==> config.mk <==
export PLATFORM = sky130hd
export DESIGN_NAME = tpp_timer
export DESIGN_NICKNAME = d
export VERILOG_FILES = /design/src/rtl/tpp_pkg.sv /design/src/rtl/tpp_timer.sv
export VERILOG_INCLUDE_DIRS = /design/src /design/src/rtl
export SDC_FILE = /design/constraint.sdc
export NUM_CORES = 1
export LEC_CHECK = 0
export BUFFER_PORTS_ARGS = -buffer_cell sky130_fd_sc_hd__buf_2
export CAP_MARGIN = 10
export CELL_PAD_IN_SITES_DETAIL_PLACEMENT = 1
export CELL_PAD_IN_SITES_GLOBAL_PLACEMENT = 2
export CORE_UTILIZATION = 33
export DETAILED_ROUTE_END_ITERATION = 7
export PLACE_DENSITY = 0.83
export SLEW_MARGIN = 20
export SYNTH_ARGS = -nofsm -noshare
export SYNTH_HDL_FRONTEND = slang
export SYNTH_SLANG_ARGS = --single-unit
==> constraint.sdc <==
create_clock -name clk_i -period 2.3 [get_ports clk_i]
set_input_delay 0.23 -clock clk_i [delete_from_list [all_inputs] [get_ports clk_i]]
set_output_delay 0.23 -clock clk_i [all_outputs]
set_load 0.01 [all_outputs]
==> src/rtl/tpp_cfg.svh <==
// Constants for the 16-bit timer with prescaler, interval and pulse-generator modes.
// Assumes word-wide register access, with byte address equal to four times the index.
`ifndef TPP_CFG_SVH
`define TPP_CFG_SVH

// Register indices; the byte address on the bus is four times the index.
`define TPP_IDX_PORT0_DIRECTION 16'hFF20
`define TPP_IDX_PORT0_LATCH 16'hFF00
`define TPP_IDX_PRESCALE 16'hFFBB
`define TPP_IDX_MODE_CONTROL 16'hFFB0
`define TPP_IDX_CYCLE_COMPARE 16'hFFB2
`define TPP_IDX_WIDTH_COMPARE 16'hFFB4
`define TPP_IDX_OUTPUT_CONTROL 16'hFFB6
`define TPP_IDX_MAIN_COUNTER 16'hFFB8
`define TPP_IDX_STATUS 16'hFFBA

// Reset values.
`define TPP_RST_PRESCALE 8'h00
`define TPP_RST_DIRECTION 4'hF
`define TPP_RST_LATCH 4'h0
`define TPP_RST_COMPARE 16'h0000

// Fixed upper bits of the direction register and reserved prescaler bits.
`define TPP_DIR_FIXED_HI 4'hF
`define TPP_PRM_RSVD_MASK 8'hF3

// Field positions in the prescaler register.
`define TPP_PRM_CLK_LO 0
`define TPP_PRM_CLK_HI 1
`define TPP_PRM_ES0_LO 4
`define TPP_PRM_ES0_HI 5
`define TPP_PRM_ES1_LO 6
`define TPP_PRM_ES1_HI 7

// Shared pin position within port 0, status bit positions.
`define TPP_SHARED_PIN 1
`define TPP_STAT_MATCH 0
`define TPP_STAT_OVF 1
`define TPP_STAT_OUT 2

// Count clock selections and the prescaler wrap points.
`define TPP_CLK_UNDIV 2'h0
`define TPP_CLK_DIV4 2'h1
`define TPP_CLK_DIV256 2'h2
`define TPP_CLK_EXT 2'h3
`define TPP_DIV4_LAST 8'h03
`define TPP_DIV256_LAST 8'hFF
`define TPP_COUNT_MAX 16'hFFFF

`endif

==> src/rtl/tpp_pkg.sv <==
// Types for the 16-bit timer with prescaler, interval and pulse-generator modes.
// Assumes the constants header is included by the design file.
package tpp_pkg;

    // Operating modes written through the mode control register.
    typedef enum logic [1:0] {
        TPP_STOP,
        TPP_INTERVAL,
        TPP_PULSE_GEN,
        TPP_RESERVED
    } tpp_mode_t;

    // Whole state of the timer block.
    typedef struct packed {
        logic [7:0] prm;
        logic [3:0] dir;
        logic [3:0] latch;
        tpp_mode_t mode;
        logic [15:0] cyc;
        logic [15:0] wid;
        logic toe;
        logic [15:0] cnt;
        logic [7:0] div;
        logic ovf;
        logic mflag;
        logic ff;
        logic prev0;
        logic prev1;
        logic armed;
        logic ack;
        logic [31:0] rdata;
        logic edge0;
        logic edge1;
        logic match;
    } tpp_state_t;

endpackage : tpp_pkg

==> src/rtl/tpp_timer.sv <==
// 16-bit timer with prescaler and edge selection, port 0 direction control,
// interval mode and pulse-generator mode, reached over Avalon-MM with waitrequest.
// Assumes capture inputs and port pins are already synchronous to clk_i.
`include "tpp_cfg.svh"
`timescale 1ns/1ps
`default_nettype none

module tpp_timer #(
    parameter int ADDR_W = 18
) (
    input wire logic clk_i,
    input wire logic reset_i,
    input wire logic [ADDR_W-1:0] avs_address_i,
    input wire logic avs_read_i,
    input wire logic avs_write_i,
    input wire logic [31:0] avs_writedata_i,
    input wire logic [3:0] avs_byteenable_i,
    output logic [31:0] avs_readdata_o,
    output logic avs_waitrequest_o,
    input wire logic capin0_i,
    input wire logic [3:0] port0_i,
    output logic [3:0] port0_o,
    output logic [3:0] port0_oe_o,
    output logic capin0_edge_o,
    output logic capin1_edge_o,
    output logic cycle_match_irq_o,
    output logic timer_output_pin_o
);
    import tpp_pkg::*;

    localparam int IDX_W = ADDR_W - 2;

    // Valid edge test shared by both capture inputs; the prohibited code detects nothing.
    // Staying silent on that code keeps a bad write from producing stray captures.
    function automatic logic edge_hit(input logic [1:0] es, input logic prev, input logic cur);
        logic hit;
        hit = 1'b0;
        case (es)
            2'h0: hit = prev & ~cur;
            2'h1: hit = ~prev & cur;
            2'h3: hit = prev ^ cur;
            default: hit = 1'b0;
        endcase
        return hit;
    endfunction : edge_hit

    // Merges one 8-bit field from write data under a byte enable.
    function automatic logic [7:0] merge8(input logic [7:0] old, input logic [7:0] wd,
                                          input logic be);
        return be ? wd : old;
    endfunction : merge8

    // Registered state and its next value; every flop of the block lives in q.
    tpp_state_t q;
    tpp_state_t d;

    // Decoded bus request, run state, count tick and the values shared between processes.
    logic [IDX_W-1:0] idx;
    logic access;
    logic take;
    logic running;
    logic cap1_in;
    logic tick;
    logic [15:0] cyc_w;
    logic [15:0] wid_w;
    logic [31:0] rd_val;
    logic ovf_set;

    assign idx = avs_address_i[ADDR_W-1:2];
    assign access = avs_read_i | avs_write_i;
    // The request is held one cycle, so every access completes on the second edge.
    assign take = access & q.ack;
    assign running = (q.mode == TPP_INTERVAL) || (q.mode == TPP_PULSE_GEN);
    // The shared pin feeds the second capture input only in input mode.
    assign cap1_in = q.dir[`TPP_SHARED_PIN] & port0_i[`TPP_SHARED_PIN];

    // Read mux; unmapped addresses read as zero.
    // Reads have no side effects, so a read may be repeated freely.
    always_comb begin
        rd_val = 32'h0000_0000;
        case (idx)
            IDX_W'(`TPP_IDX_PORT0_DIRECTION): rd_val = {24'h000000, `TPP_DIR_FIXED_HI, q.dir};
            IDX_W'(`TPP_IDX_PORT0_LATCH): rd_val = {28'h0000000, q.latch};
            IDX_W'(`TPP_IDX_PRESCALE): rd_val = {24'h000000, q.prm & `TPP_PRM_RSVD_MASK};
            IDX_W'(`TPP_IDX_MODE_CONTROL): rd_val = {30'h00000000, q.mode};
            IDX_W'(`TPP_IDX_CYCLE_COMPARE): rd_val = {16'h0000, q.cyc};
            IDX_W'(`TPP_IDX_WIDTH_COMPARE): rd_val = {16'h0000, q.wid};
            IDX_W'(`TPP_IDX_OUTPUT_CONTROL): rd_val = {31'h00000000, q.toe};
            IDX_W'(`TPP_IDX_MAIN_COUNTER): rd_val = {16'h0000, q.cnt};
            IDX_W'(`TPP_IDX_STATUS): rd_val = {29'h00000000, q.ff, q.ovf, q.mflag};
            default: rd_val = 32'h0000_0000;
        endcase
    end

    // Count clock selection from the prescaler register.
    // Both divided clocks tap one divider; changing the selection while counting
    // would give one short period, which is why software stops the timer first.
    always_comb begin
        tick = 1'b0;
        case (q.prm[`TPP_PRM_CLK_HI:`TPP_PRM_CLK_LO])
            `TPP_CLK_UNDIV: tick = 1'b1;
            `TPP_CLK_DIV4: tick = (q.div[1:0] == 2'(`TPP_DIV4_LAST));
            `TPP_CLK_DIV256: tick = (q.div == `TPP_DIV256_LAST);
            `TPP_CLK_EXT: tick = q.edge0;
            default: tick = 1'b0;
        endcase
    end

    // Compare values. Software rewrites them only while the timer is stopped, so the
    // registered copies serve and no write bypass is needed.
    assign cyc_w = q.cyc;
    assign wid_w = q.wid;

    // Overflow event of this cycle, kept apart so that a clear in the same cycle
    // cannot hide it.
    assign ovf_set = running & tick & (q.cnt == cyc_w) & (q.mode == TPP_INTERVAL)
                     & (cyc_w == `TPP_COUNT_MAX);

    // Next-state logic for the whole block.
    always_comb begin
        d = q;
        d.ack = access & ~q.ack;
        d.match = 1'b0;
        d.edge0 = 1'b0;
        d.edge1 = 1'b0;
        if (access & ~q.ack) begin
            d.rdata = rd_val;
        end

        // Free-running prescaler; it only runs while the timer counts.
        // Holding it at zero while stopped gives every start the same phase.
        d.div = running ? q.div + 8'h01 : 8'h00;

        // Edge detection. Before the first start the previous sample stays low, so a
        // pulled-up input shows one rising edge on start; afterwards it tracks the pin
        // even while stopped, so a restart sees no spurious edge.
        if (running) begin
            d.armed = 1'b1;
            d.edge0 = edge_hit(q.prm[`TPP_PRM_ES0_HI:`TPP_PRM_ES0_LO], q.prev0, capin0_i);
            d.edge1 = edge_hit(q.prm[`TPP_PRM_ES1_HI:`TPP_PRM_ES1_LO], q.prev1, cap1_in);
            d.prev0 = capin0_i;
            d.prev1 = cap1_in;
        end else if (q.armed) begin
            d.prev0 = capin0_i;
            d.prev1 = cap1_in;
        end

        // Counter, compare and output flip-flop.
        // The counter is held at zero while stopped, so every start counts from zero.
        if (!running) begin
            d.cnt = 16'h0000;
        end else if (tick) begin
            if (q.cnt == cyc_w) begin
                d.cnt = 16'h0000;
                d.match = 1'b1;
                if (ovf_set) begin
                    d.ovf = 1'b1;
                end
                if (q.mode == TPP_PULSE_GEN) begin
                    d.ff = 1'b1;
                end
            end else begin
                d.cnt = q.cnt + 16'h0001;
                if (q.mode == TPP_PULSE_GEN && q.cnt == wid_w) begin
                    d.ff = 1'b0;
                end
            end
        end
        if (d.match) begin
            d.mflag = 1'b1;
        end

        // Register writes; a flag set in the same cycle as its clear stays set.
        // Lanes whose byte enable is low keep their old contents.
        if (take && avs_write_i) begin
            case (idx)
                IDX_W'(`TPP_IDX_PORT0_DIRECTION): begin
                    if (avs_byteenable_i[0]) begin
                        d.dir = avs_writedata_i[3:0];
                    end
                end
                IDX_W'(`TPP_IDX_PORT0_LATCH): begin
                    if (avs_byteenable_i[0]) begin
                        d.latch = avs_writedata_i[3:0];
                    end
                end
                IDX_W'(`TPP_IDX_PRESCALE): begin
                    d.prm = merge8(q.prm, avs_writedata_i[7:0], avs_byteenable_i[0])
                            & `TPP_PRM_RSVD_MASK;
                end
                IDX_W'(`TPP_IDX_MODE_CONTROL): begin
                    if (avs_byteenable_i[0]) begin
                        d.mode = tpp_mode_t'(avs_writedata_i[1:0]);
                        // Pulse output begins high at count zero.
                        // Code 3 is treated as stopped, so it never counts.
                        d.ff = (tpp_mode_t'(avs_writedata_i[1:0]) == TPP_PULSE_GEN);
                    end
                end
                IDX_W'(`TPP_IDX_CYCLE_COMPARE): begin
                    d.cyc = {merge8(q.cyc[15:8], avs_writedata_i[15:8], avs_byteenable_i[1]),
                             merge8(q.cyc[7:0], avs_writedata_i[7:0], avs_byteenable_i[0])};
                end
                IDX_W'(`TPP_IDX_WIDTH_COMPARE): begin
                    d.wid = {merge8(q.wid[15:8], avs_writedata_i[15:8], avs_byteenable_i[1]),
                             merge8(q.wid[7:0], avs_writedata_i[7:0], avs_byteenable_i[0])};
                end
                IDX_W'(`TPP_IDX_OUTPUT_CONTROL): begin
                    if (avs_byteenable_i[0]) begin
                        d.toe = avs_writedata_i[0];
                    end
                end
                IDX_W'(`TPP_IDX_STATUS): begin
                    if (avs_byteenable_i[0]) begin
                        // Writing one clears a flag, but an event in the same cycle wins.
                        d.mflag = (q.mflag & ~avs_writedata_i[`TPP_STAT_MATCH]) | d.match;
                        d.ovf = (q.ovf & ~avs_writedata_i[`TPP_STAT_OVF]) | ovf_set;
                    end
                end
                default: begin
                end
            endcase
        end
    end

    // State register with synchronous reset.
    // The reset branch loads constants only, so every flop has a plain reset value.
    always_ff @(posedge clk_i) begin
        if (reset_i) begin
            q.prm <= `TPP_RST_PRESCALE;
            q.dir <= `TPP_RST_DIRECTION;
            q.latch <= `TPP_RST_LATCH;
            q.mode <= TPP_STOP;
            q.cyc <= `TPP_RST_COMPARE;
            q.wid <= `TPP_RST_COMPARE;
            q.toe <= 1'b0;
            q.cnt <= 16'h0000;
            q.div <= 8'h00;
            q.ovf <= 1'b0;
            q.mflag <= 1'b0;
            q.ff <= 1'b0;
            q.prev0 <= 1'b0;
            q.prev1 <= 1'b0;
            q.armed <= 1'b0;
            q.ack <= 1'b0;
            q.rdata <= 32'h0000_0000;
            q.edge0 <= 1'b0;
            q.edge1 <= 1'b0;
            q.match <= 1'b0;
        end else begin
            q <= d;
        end
    end

    // Bus answer: one wait cycle, read data registered.
    // A request still held after its answer is answered again after one more wait cycle; the master drops it at the answering edge.
    assign avs_waitrequest_o = access & ~q.ack;
    assign avs_readdata_o = q.rdata;

    // Pin drive. The shared pin carries the latch ORed with the gated timer output,
    // so software clears the latch to let the timer output through.
    assign timer_output_pin_o = q.ff & q.toe;
    // Only the shared pin mixes in the timer output; the others are plain latch outputs.
    generate
        for (genvar n = 0; n < 4; n++) begin : g_pin
            if (n == `TPP_SHARED_PIN) begin : g_shared
                assign port0_o[n] = q.latch[n] | (q.ff & q.toe);
            end else begin : g_plain
                assign port0_o[n] = q.latch[n];
            end
            assign port0_oe_o[n] = ~q.dir[n];
        end
    endgenerate

    // Event pulses for the capture and compare logic that sits outside this block.
    assign capin0_edge_o = q.edge0;
    assign capin1_edge_o = q.edge1;
    assign cycle_match_irq_o = q.match;
endmodule : tpp_timer

`default_nettype wire

==> out/summary.txt, run 1 <==
Slew headroom = 0.592
top_reg_cell synth = dfxtp_1
worst-path maximum fanout = 6
ys async rst share = 0
Max Freq = 491 MHz
# diodes = 0
top cell type by total area after synthesis = dfxtp_1
Initial Util = 0.338
Post-synth EDFFs = 0
Hold Fails Final Rpt = 0
Die ar. = 16800 um2
via/cell ratio = 5.14
hold slack = 126 ps
Clock Skew = 11.0 ps
routed wire length = 15700 um
RR Endpoint = q[65]
first-pass GRT wire length = 24800 um
reg2reg path depth = 6
total I/O pin count = 108
WL per Instance = 17.7 um
post-synthesis cell count = 625
Compound-Gate Fraction of Synth Area = 0.128
count of cell types in the netlist = 61
run status = completed
Remaining Overflow, GRT = 0
Critical Path AT = 2320 ps
routability cong. = 0.823
reg-to-reg setup timing slack = 260 ps
All-Layer GR Usage = 0.196
drc violations = 0
Initial DRC Count = 296
minimum clock period = 2040 ps
die height = 130 um
RSZ-0062 raised after global routing = no
Syn-to-layout area delta = 13.7%
sink of the worst hold path = wid_w[14]
via count = 4563
Post-Synth XOR/XNOR Area = 0.0733
Core Area = 15900 um2
ANT nets after route = 0
detailed-router iteration count before antenna repair = 4
clock-pin slew on the worst setup and hold paths = 70 ps
number of clock sinks = 99
root buf cell = clkbuf_16
reg2reg start = q[42]
Clock Latency Late Sink = 360 ps
die width = 130 um
mux share of post-synthesis cell area = 0.106
nets = 739
Setup Crit Path Kind = register to register
FF+latch count, synth = 99
CTS buffer count = 9
largest net degree at the start of global routing = 36
H-tree levels = 3
Slew Limit Fails = 0
final period utilization = 0.885
post-synthesis cell area = 5380 um2
worst hold path class = input pin to register
final setup fails = 0
Max-Cap Viols = 0
CTS tree = built
Syn. warnings = 0
register area share after synthesis = 0.369
largest family of logic cells by synthesized area = simple AND/OR/NAND/NOR gates
Crit. End Element = register
initial antenna violation count = 2
cell depth of the worst min-delay path = 3
CP Data Required Time = 2590 ps
worst hold start = avs_writedata_i[14]
Max clock buf depth = 2
pwr dens = 575 nW/um2
fraction of layout cells with a size suffix above 1 = 0.190
Max VDD drop = 0.000286 V
syn_area_per_cell = 8.60 um2
Synth area leaders = dfxtp_1, mux2i_1, nor2_1, buf_4, xor2_1
Synth Area in Simple Gates = 0.211
Post-Route Setup TNS = 0 ps
top cell type's share of synthesized area = 0.369
adder-cell area share of the yosys netlist = 0.0186
row cnt = 46
leak pwr = 0.00257 uW
CP startpoint kind = register
I/O Buffers = 68
number of global-route vias before repair = 4637
Worst Max-Slew Pin Slew = 611 ps
post-detail-place hpwl = 12300 um
==> layout by cell type, fill, tap and decap left out, types with 5 or more instances in the layout <==
cell type,n
nand4_1,18
buf_2,68
nor2b_1,8
dfxtp_1,99
clkbuf_16,9
nand2_1,35
nor2_1,88
inv_1,22
or3_1,9
a22oi_1,18
nor4_1,5
and3_1,8
xnor2_1,22
buf_4,22
o21ai_0,22
xor2_1,23
o21ai_2,8
and4_1,6
mux2i_1,50
conb_1,16
ha_1,8
a21oi_1,18
nand3_1,17
==> sequential cells by signal, summed over array words and instances, names as in the netlist <==
name / cells
q: 45
avs_readdata_o: 16
cyc_w: 16
wid_w: 16
port0_o: 3
capin0_edge_o: 1
capin1_edge_o: 1
cycle_match_irq_o: 1
==> per-stage QoR <==
stage / power [uW] / instances / worst slack (ps) / utilization / area (um2)
2_1_floorplan: 1870 / 640 / 499 / - / 5430
3_3_place_gp: 1930 / 872 / 196 / 0.365 / 5800
3_5_place_dp: 1940 / 872 / 107 / 0.365 / 5800
4_1_cts: 3540 / 887 / 146 / 0.384 / 6110
5_1_grt: 3620 / 888 / 66.9 / 0.385 / 6110
6_report: 3510 / 888 / 264 / 0.385 / 6110
==> cell families after synthesis <==
logic type,after synthesis
other cells,1
flops,99
buf+inv,96
simple gates,221
compound gates,100
xor+xnor,45
mux,55
fa+ha+maj,8
==> Yosys cell counts, drive strengths merged, types with 2 or more instances <==
master   n
a211o    2
a211oi   4
a21oi   18
a221oi   4
a22oi   18
a311o    2
and2     4
and3     8
and4     6
buf     42
clkbuf  32
dfxtp   99
ha       8
inv     22
mux2     4
mux2i   50
nand2   35
nand3   18
nand3b   4
nand4   20
nor2    88
nor2b    8
nor3     4
nor4     6
o211ai   2
o21ai   33
o21bai   2
o31ai    4
or2      3
or3      9
or4      4
xnor2   22
xor2    23
==> worst max-delay path: stages (launching register included) <==
cell and delay, ps:
dfxtp_1 400, ha_1 330, nor2b_1 100, o21ai_1 290, o21ai_1 240, or4_1 450, a21oi_1 150
==> worst max-delay path by stage <==
stage                      from                  to  cells after the start
6_report                  q[42]               q[65]                      6
5_1_grt                   q[42]               q[41]                      7
4_1_cts                   q[42]               q[56]                      6
3_5_place_dp   avs_address_i[5]  avs_readdata_o[10]                      6
3_3_place_gp   avs_address_i[5]  avs_readdata_o[12]                      6
2_1_floorplan             q[42]               q[50]                      7
==> area by class of cell <==
type | count | area, um2
Fill cell | 1927 | 9770
Multi-Input combinational cell | 445 | 2950
Sequential cell | 99 | 1980
Timing Repair Buffer | 91 | 526
Tap cell | 216 | 270
Clock buffer | 10 | 229
Inverter | 22 | 82.6
Clock inverter | 5 | 78.8
==> where the power goes <==
group          internal [uW]  switching (uW)  total, uW
Clock                    946             666       1610
Combinational           62.0             123        185
Sequential              1710            1.35       1720
==> per-layer routing <==
metal / wire [um] / track usage
met1: 7200 / 0.252
met2: 7580 / 0.324
met3: 616 / 0.0322
met4: 333 / 0.0807
met5: 13 / 0
==> what timing repair did <==
action                                 in CTS  in global routing
endpoints found under the hold margin       0                  0
hold buffers                                0                  0
setup buffers                               0                  1
setup endpoints to repair                   0                  7
resized for setup                           0                  1
Note: power is estimated with default switching activity, not from simulation.
==> inputs of run 2 (changes only) <==
--- a/config.mk
+++ b/config.mk
@@ -10,9 +10,9 @@
 export CAP_MARGIN = 10
 export CELL_PAD_IN_SITES_DETAIL_PLACEMENT = 1
 export CELL_PAD_IN_SITES_GLOBAL_PLACEMENT = 2
-export CORE_UTILIZATION = 33
+export CORE_UTILIZATION = 35
 export DETAILED_ROUTE_END_ITERATION = 7
-export PLACE_DENSITY = 0.83
+export PLACE_DENSITY = 0.88
 export SLEW_MARGIN = 20
 export SYNTH_ARGS = -nofsm -noshare
 export SYNTH_HDL_FRONTEND = slang
==> constraint.sdc (replaced) <==
create_clock -name clk_i -period 2.6 [get_ports clk_i]
set_input_delay 0.26 -clock clk_i [delete_from_list [all_inputs] [get_ports clk_i]]
set_output_delay 0.26 -clock clk_i [all_outputs]
set_load 0.01 [all_outputs]
==> run 2 against run 1 <==
- global-route usage increased by 0.82 points
- worst setup slack improved by 160 ps
- hold slack improved by 41 ps
- cell count decreased by 4.5%
- register-to-register slack improved by 160 ps
- largest cell class unchanged
- critical path type unchanged
==> out/summary.txt, run 2 (same netlist as run 1, synthesis figures left out) <==
drc violations = 0
hold slack = 167 ps
die width = 126 um
worst hold path class = input pin to register
clock-pin slew on the worst setup and hold paths = 70 ps
routed wire length = 15600 um
nets = 731
RR Endpoint = q[65]
Clock Skew = 5.99 ps
final setup fails = 0
largest net degree at the start of global routing = 39
Core Area = 14800 um2
Max clock buf depth = 2
post-CTS sizing = 0
row cnt = 44
via/cell ratio = 5.38
most frequent cells in the layout = dfxtp_1, nor2_1, buf_2
Initial Util = 0.364
post-detail-place hpwl = 12100 um
CTS buffer count = 9
reg2reg path depth = 6
Final Util = 0.407
placed instance area = 5690 um2
Largest Register = q
WL per Instance = 18.4 um
number of global-route vias before repair = 4634
final worst setup slack = 422 ps
number of clock sinks = 99
worst hold start = avs_writedata_i[11]
Max-Cap Viols = 0
I/O Buffers = 68
first-pass GRT wire length = 24700 um
die height = 126 um
CTS tree = built
minimum clock period = 2180 ps
run status = completed
total I/O pin count = 108
worst-path maximum fanout = 6
detailed-router iteration count before antenna repair = 4
CP Data Required Time = 2890 ps
Max VDD drop = 0.000317 V
# fillers = 1786
final period utilization = 0.838
Slew Limit Fails = 0
DP Worst Slack = 352 ps
Critical Path AT = 2470 ps
leak pwr = 0.00253 uW
Crit. End Element = register
routability cong. = 0.855
Slew headroom = 0.488
root buf cell = clkbuf_16
Post-Route Setup TNS = 0 ps
Setup Crit Path Kind = register to register
cell depth of the worst min-delay path = 3
pwr dens = 515 nW/um2
sink of the worst hold path = wid_w[11]
finished layout cell area = 6000 um2
fraction of layout cells with a size suffix above 1 = 0.181
Worst setup startpoint = q[42]
via count = 4560
Max Freq = 459 MHz
initial antenna violation count = 0
commonest non-fill, non-tap cell in the layout = dfxtp_1
Syn-to-layout area delta = 11.6%
ANT nets after route = 0
Die ar. = 15900 um2
# diodes = 0
CP startpoint kind = register
H-tree levels = 3
RSZ-0062 raised after global routing = no
reg2reg start = q[42]
Hold Fails Final Rpt = 0
reg-to-reg setup timing slack = 420 ps
Initial DRC Count = 250
Remaining Overflow, GRT = 0
Worst Max-Slew Pin Slew = 760 ps
# Post-CTS Setup Buffers = 0
Clock Latency Late Sink = 360 ps
All-Layer GR Usage = 0.204
max reg flops = 45
Post-CTS Hold Buffers = 0
[run 2: cell count changes in the layout (fill, tap and decap cells not counted), sizes merged]
cell  previous run  this run
buf             91        83
[run 2: layout make-up]
| type | instances | area [um2] | area share |
|---|---|---|---|
| clock inverters | 5 | 78.8 | 0.0131 |
| flip-flops and latches | 99 | 1980 | 0.330 |
| clock buffers | 10 | 229 | 0.0382 |
| well taps | 184 | 230 | 0.0384 |
| inverters | 22 | 82.6 | 0.0138 |
| multi-input cells | 445 | 2950 | 0.491 |
| repair buffers | 83 | 453 | 0.0755 |
[run 2: worst max path at each step]
| stage | slack (ps) | endpoint | depth (start not counted) |
|---|---|---|---|
| 3_3_place_gp | 390 | avs_readdata_o[10] | 6 |
| 2_1_floorplan | 780 | avs_readdata_o[8] | 6 |
| 4_1_cts | 420 | q[58] | 6 |
| 6_report | 420 | q[65] | 6 |
| 3_5_place_dp | 350 | avs_readdata_o[9] | 6 |
| 5_1_grt | 160 | q[65] | 6 |
[run 2: per-stage QoR]
| stage | instances | total power [uW] |
|---|---|---|
| after floorplan | 640 | 1650 |
| after global placement | 833 | 1700 |
| after detailed placement | 833 | 1710 |
| after CTS | 848 | 3130 |
| after global routing | 848 | 3190 |
| final | 848 | 3090 |
[run 2: worst max-delay path: stages, from the launching register on]
cell,delay (ps)
dfxtp_1,400
ha_1,310
nor2b_1,100
o21ai_1,290
o21ai_0,360
or4_1,500
a21oi_1,150
[run 2: power breakdown]
part	switching, uW	internal (uW)
clock network	582	836
logic	106	49.5
registers	1.50	1520
total	690	2400
[run 2: metal layers]
metal | vias to the layer above | track usage | wire length, um
met1 | 2249 | 0.262 | 7270
met4 | 0 | 0.0702 | 209
li1 | 2185 | - | -
met2 | 109 | 0.341 | 7390
met3 | 17 | 0.0387 | 719
met5 | - | 0 | 0
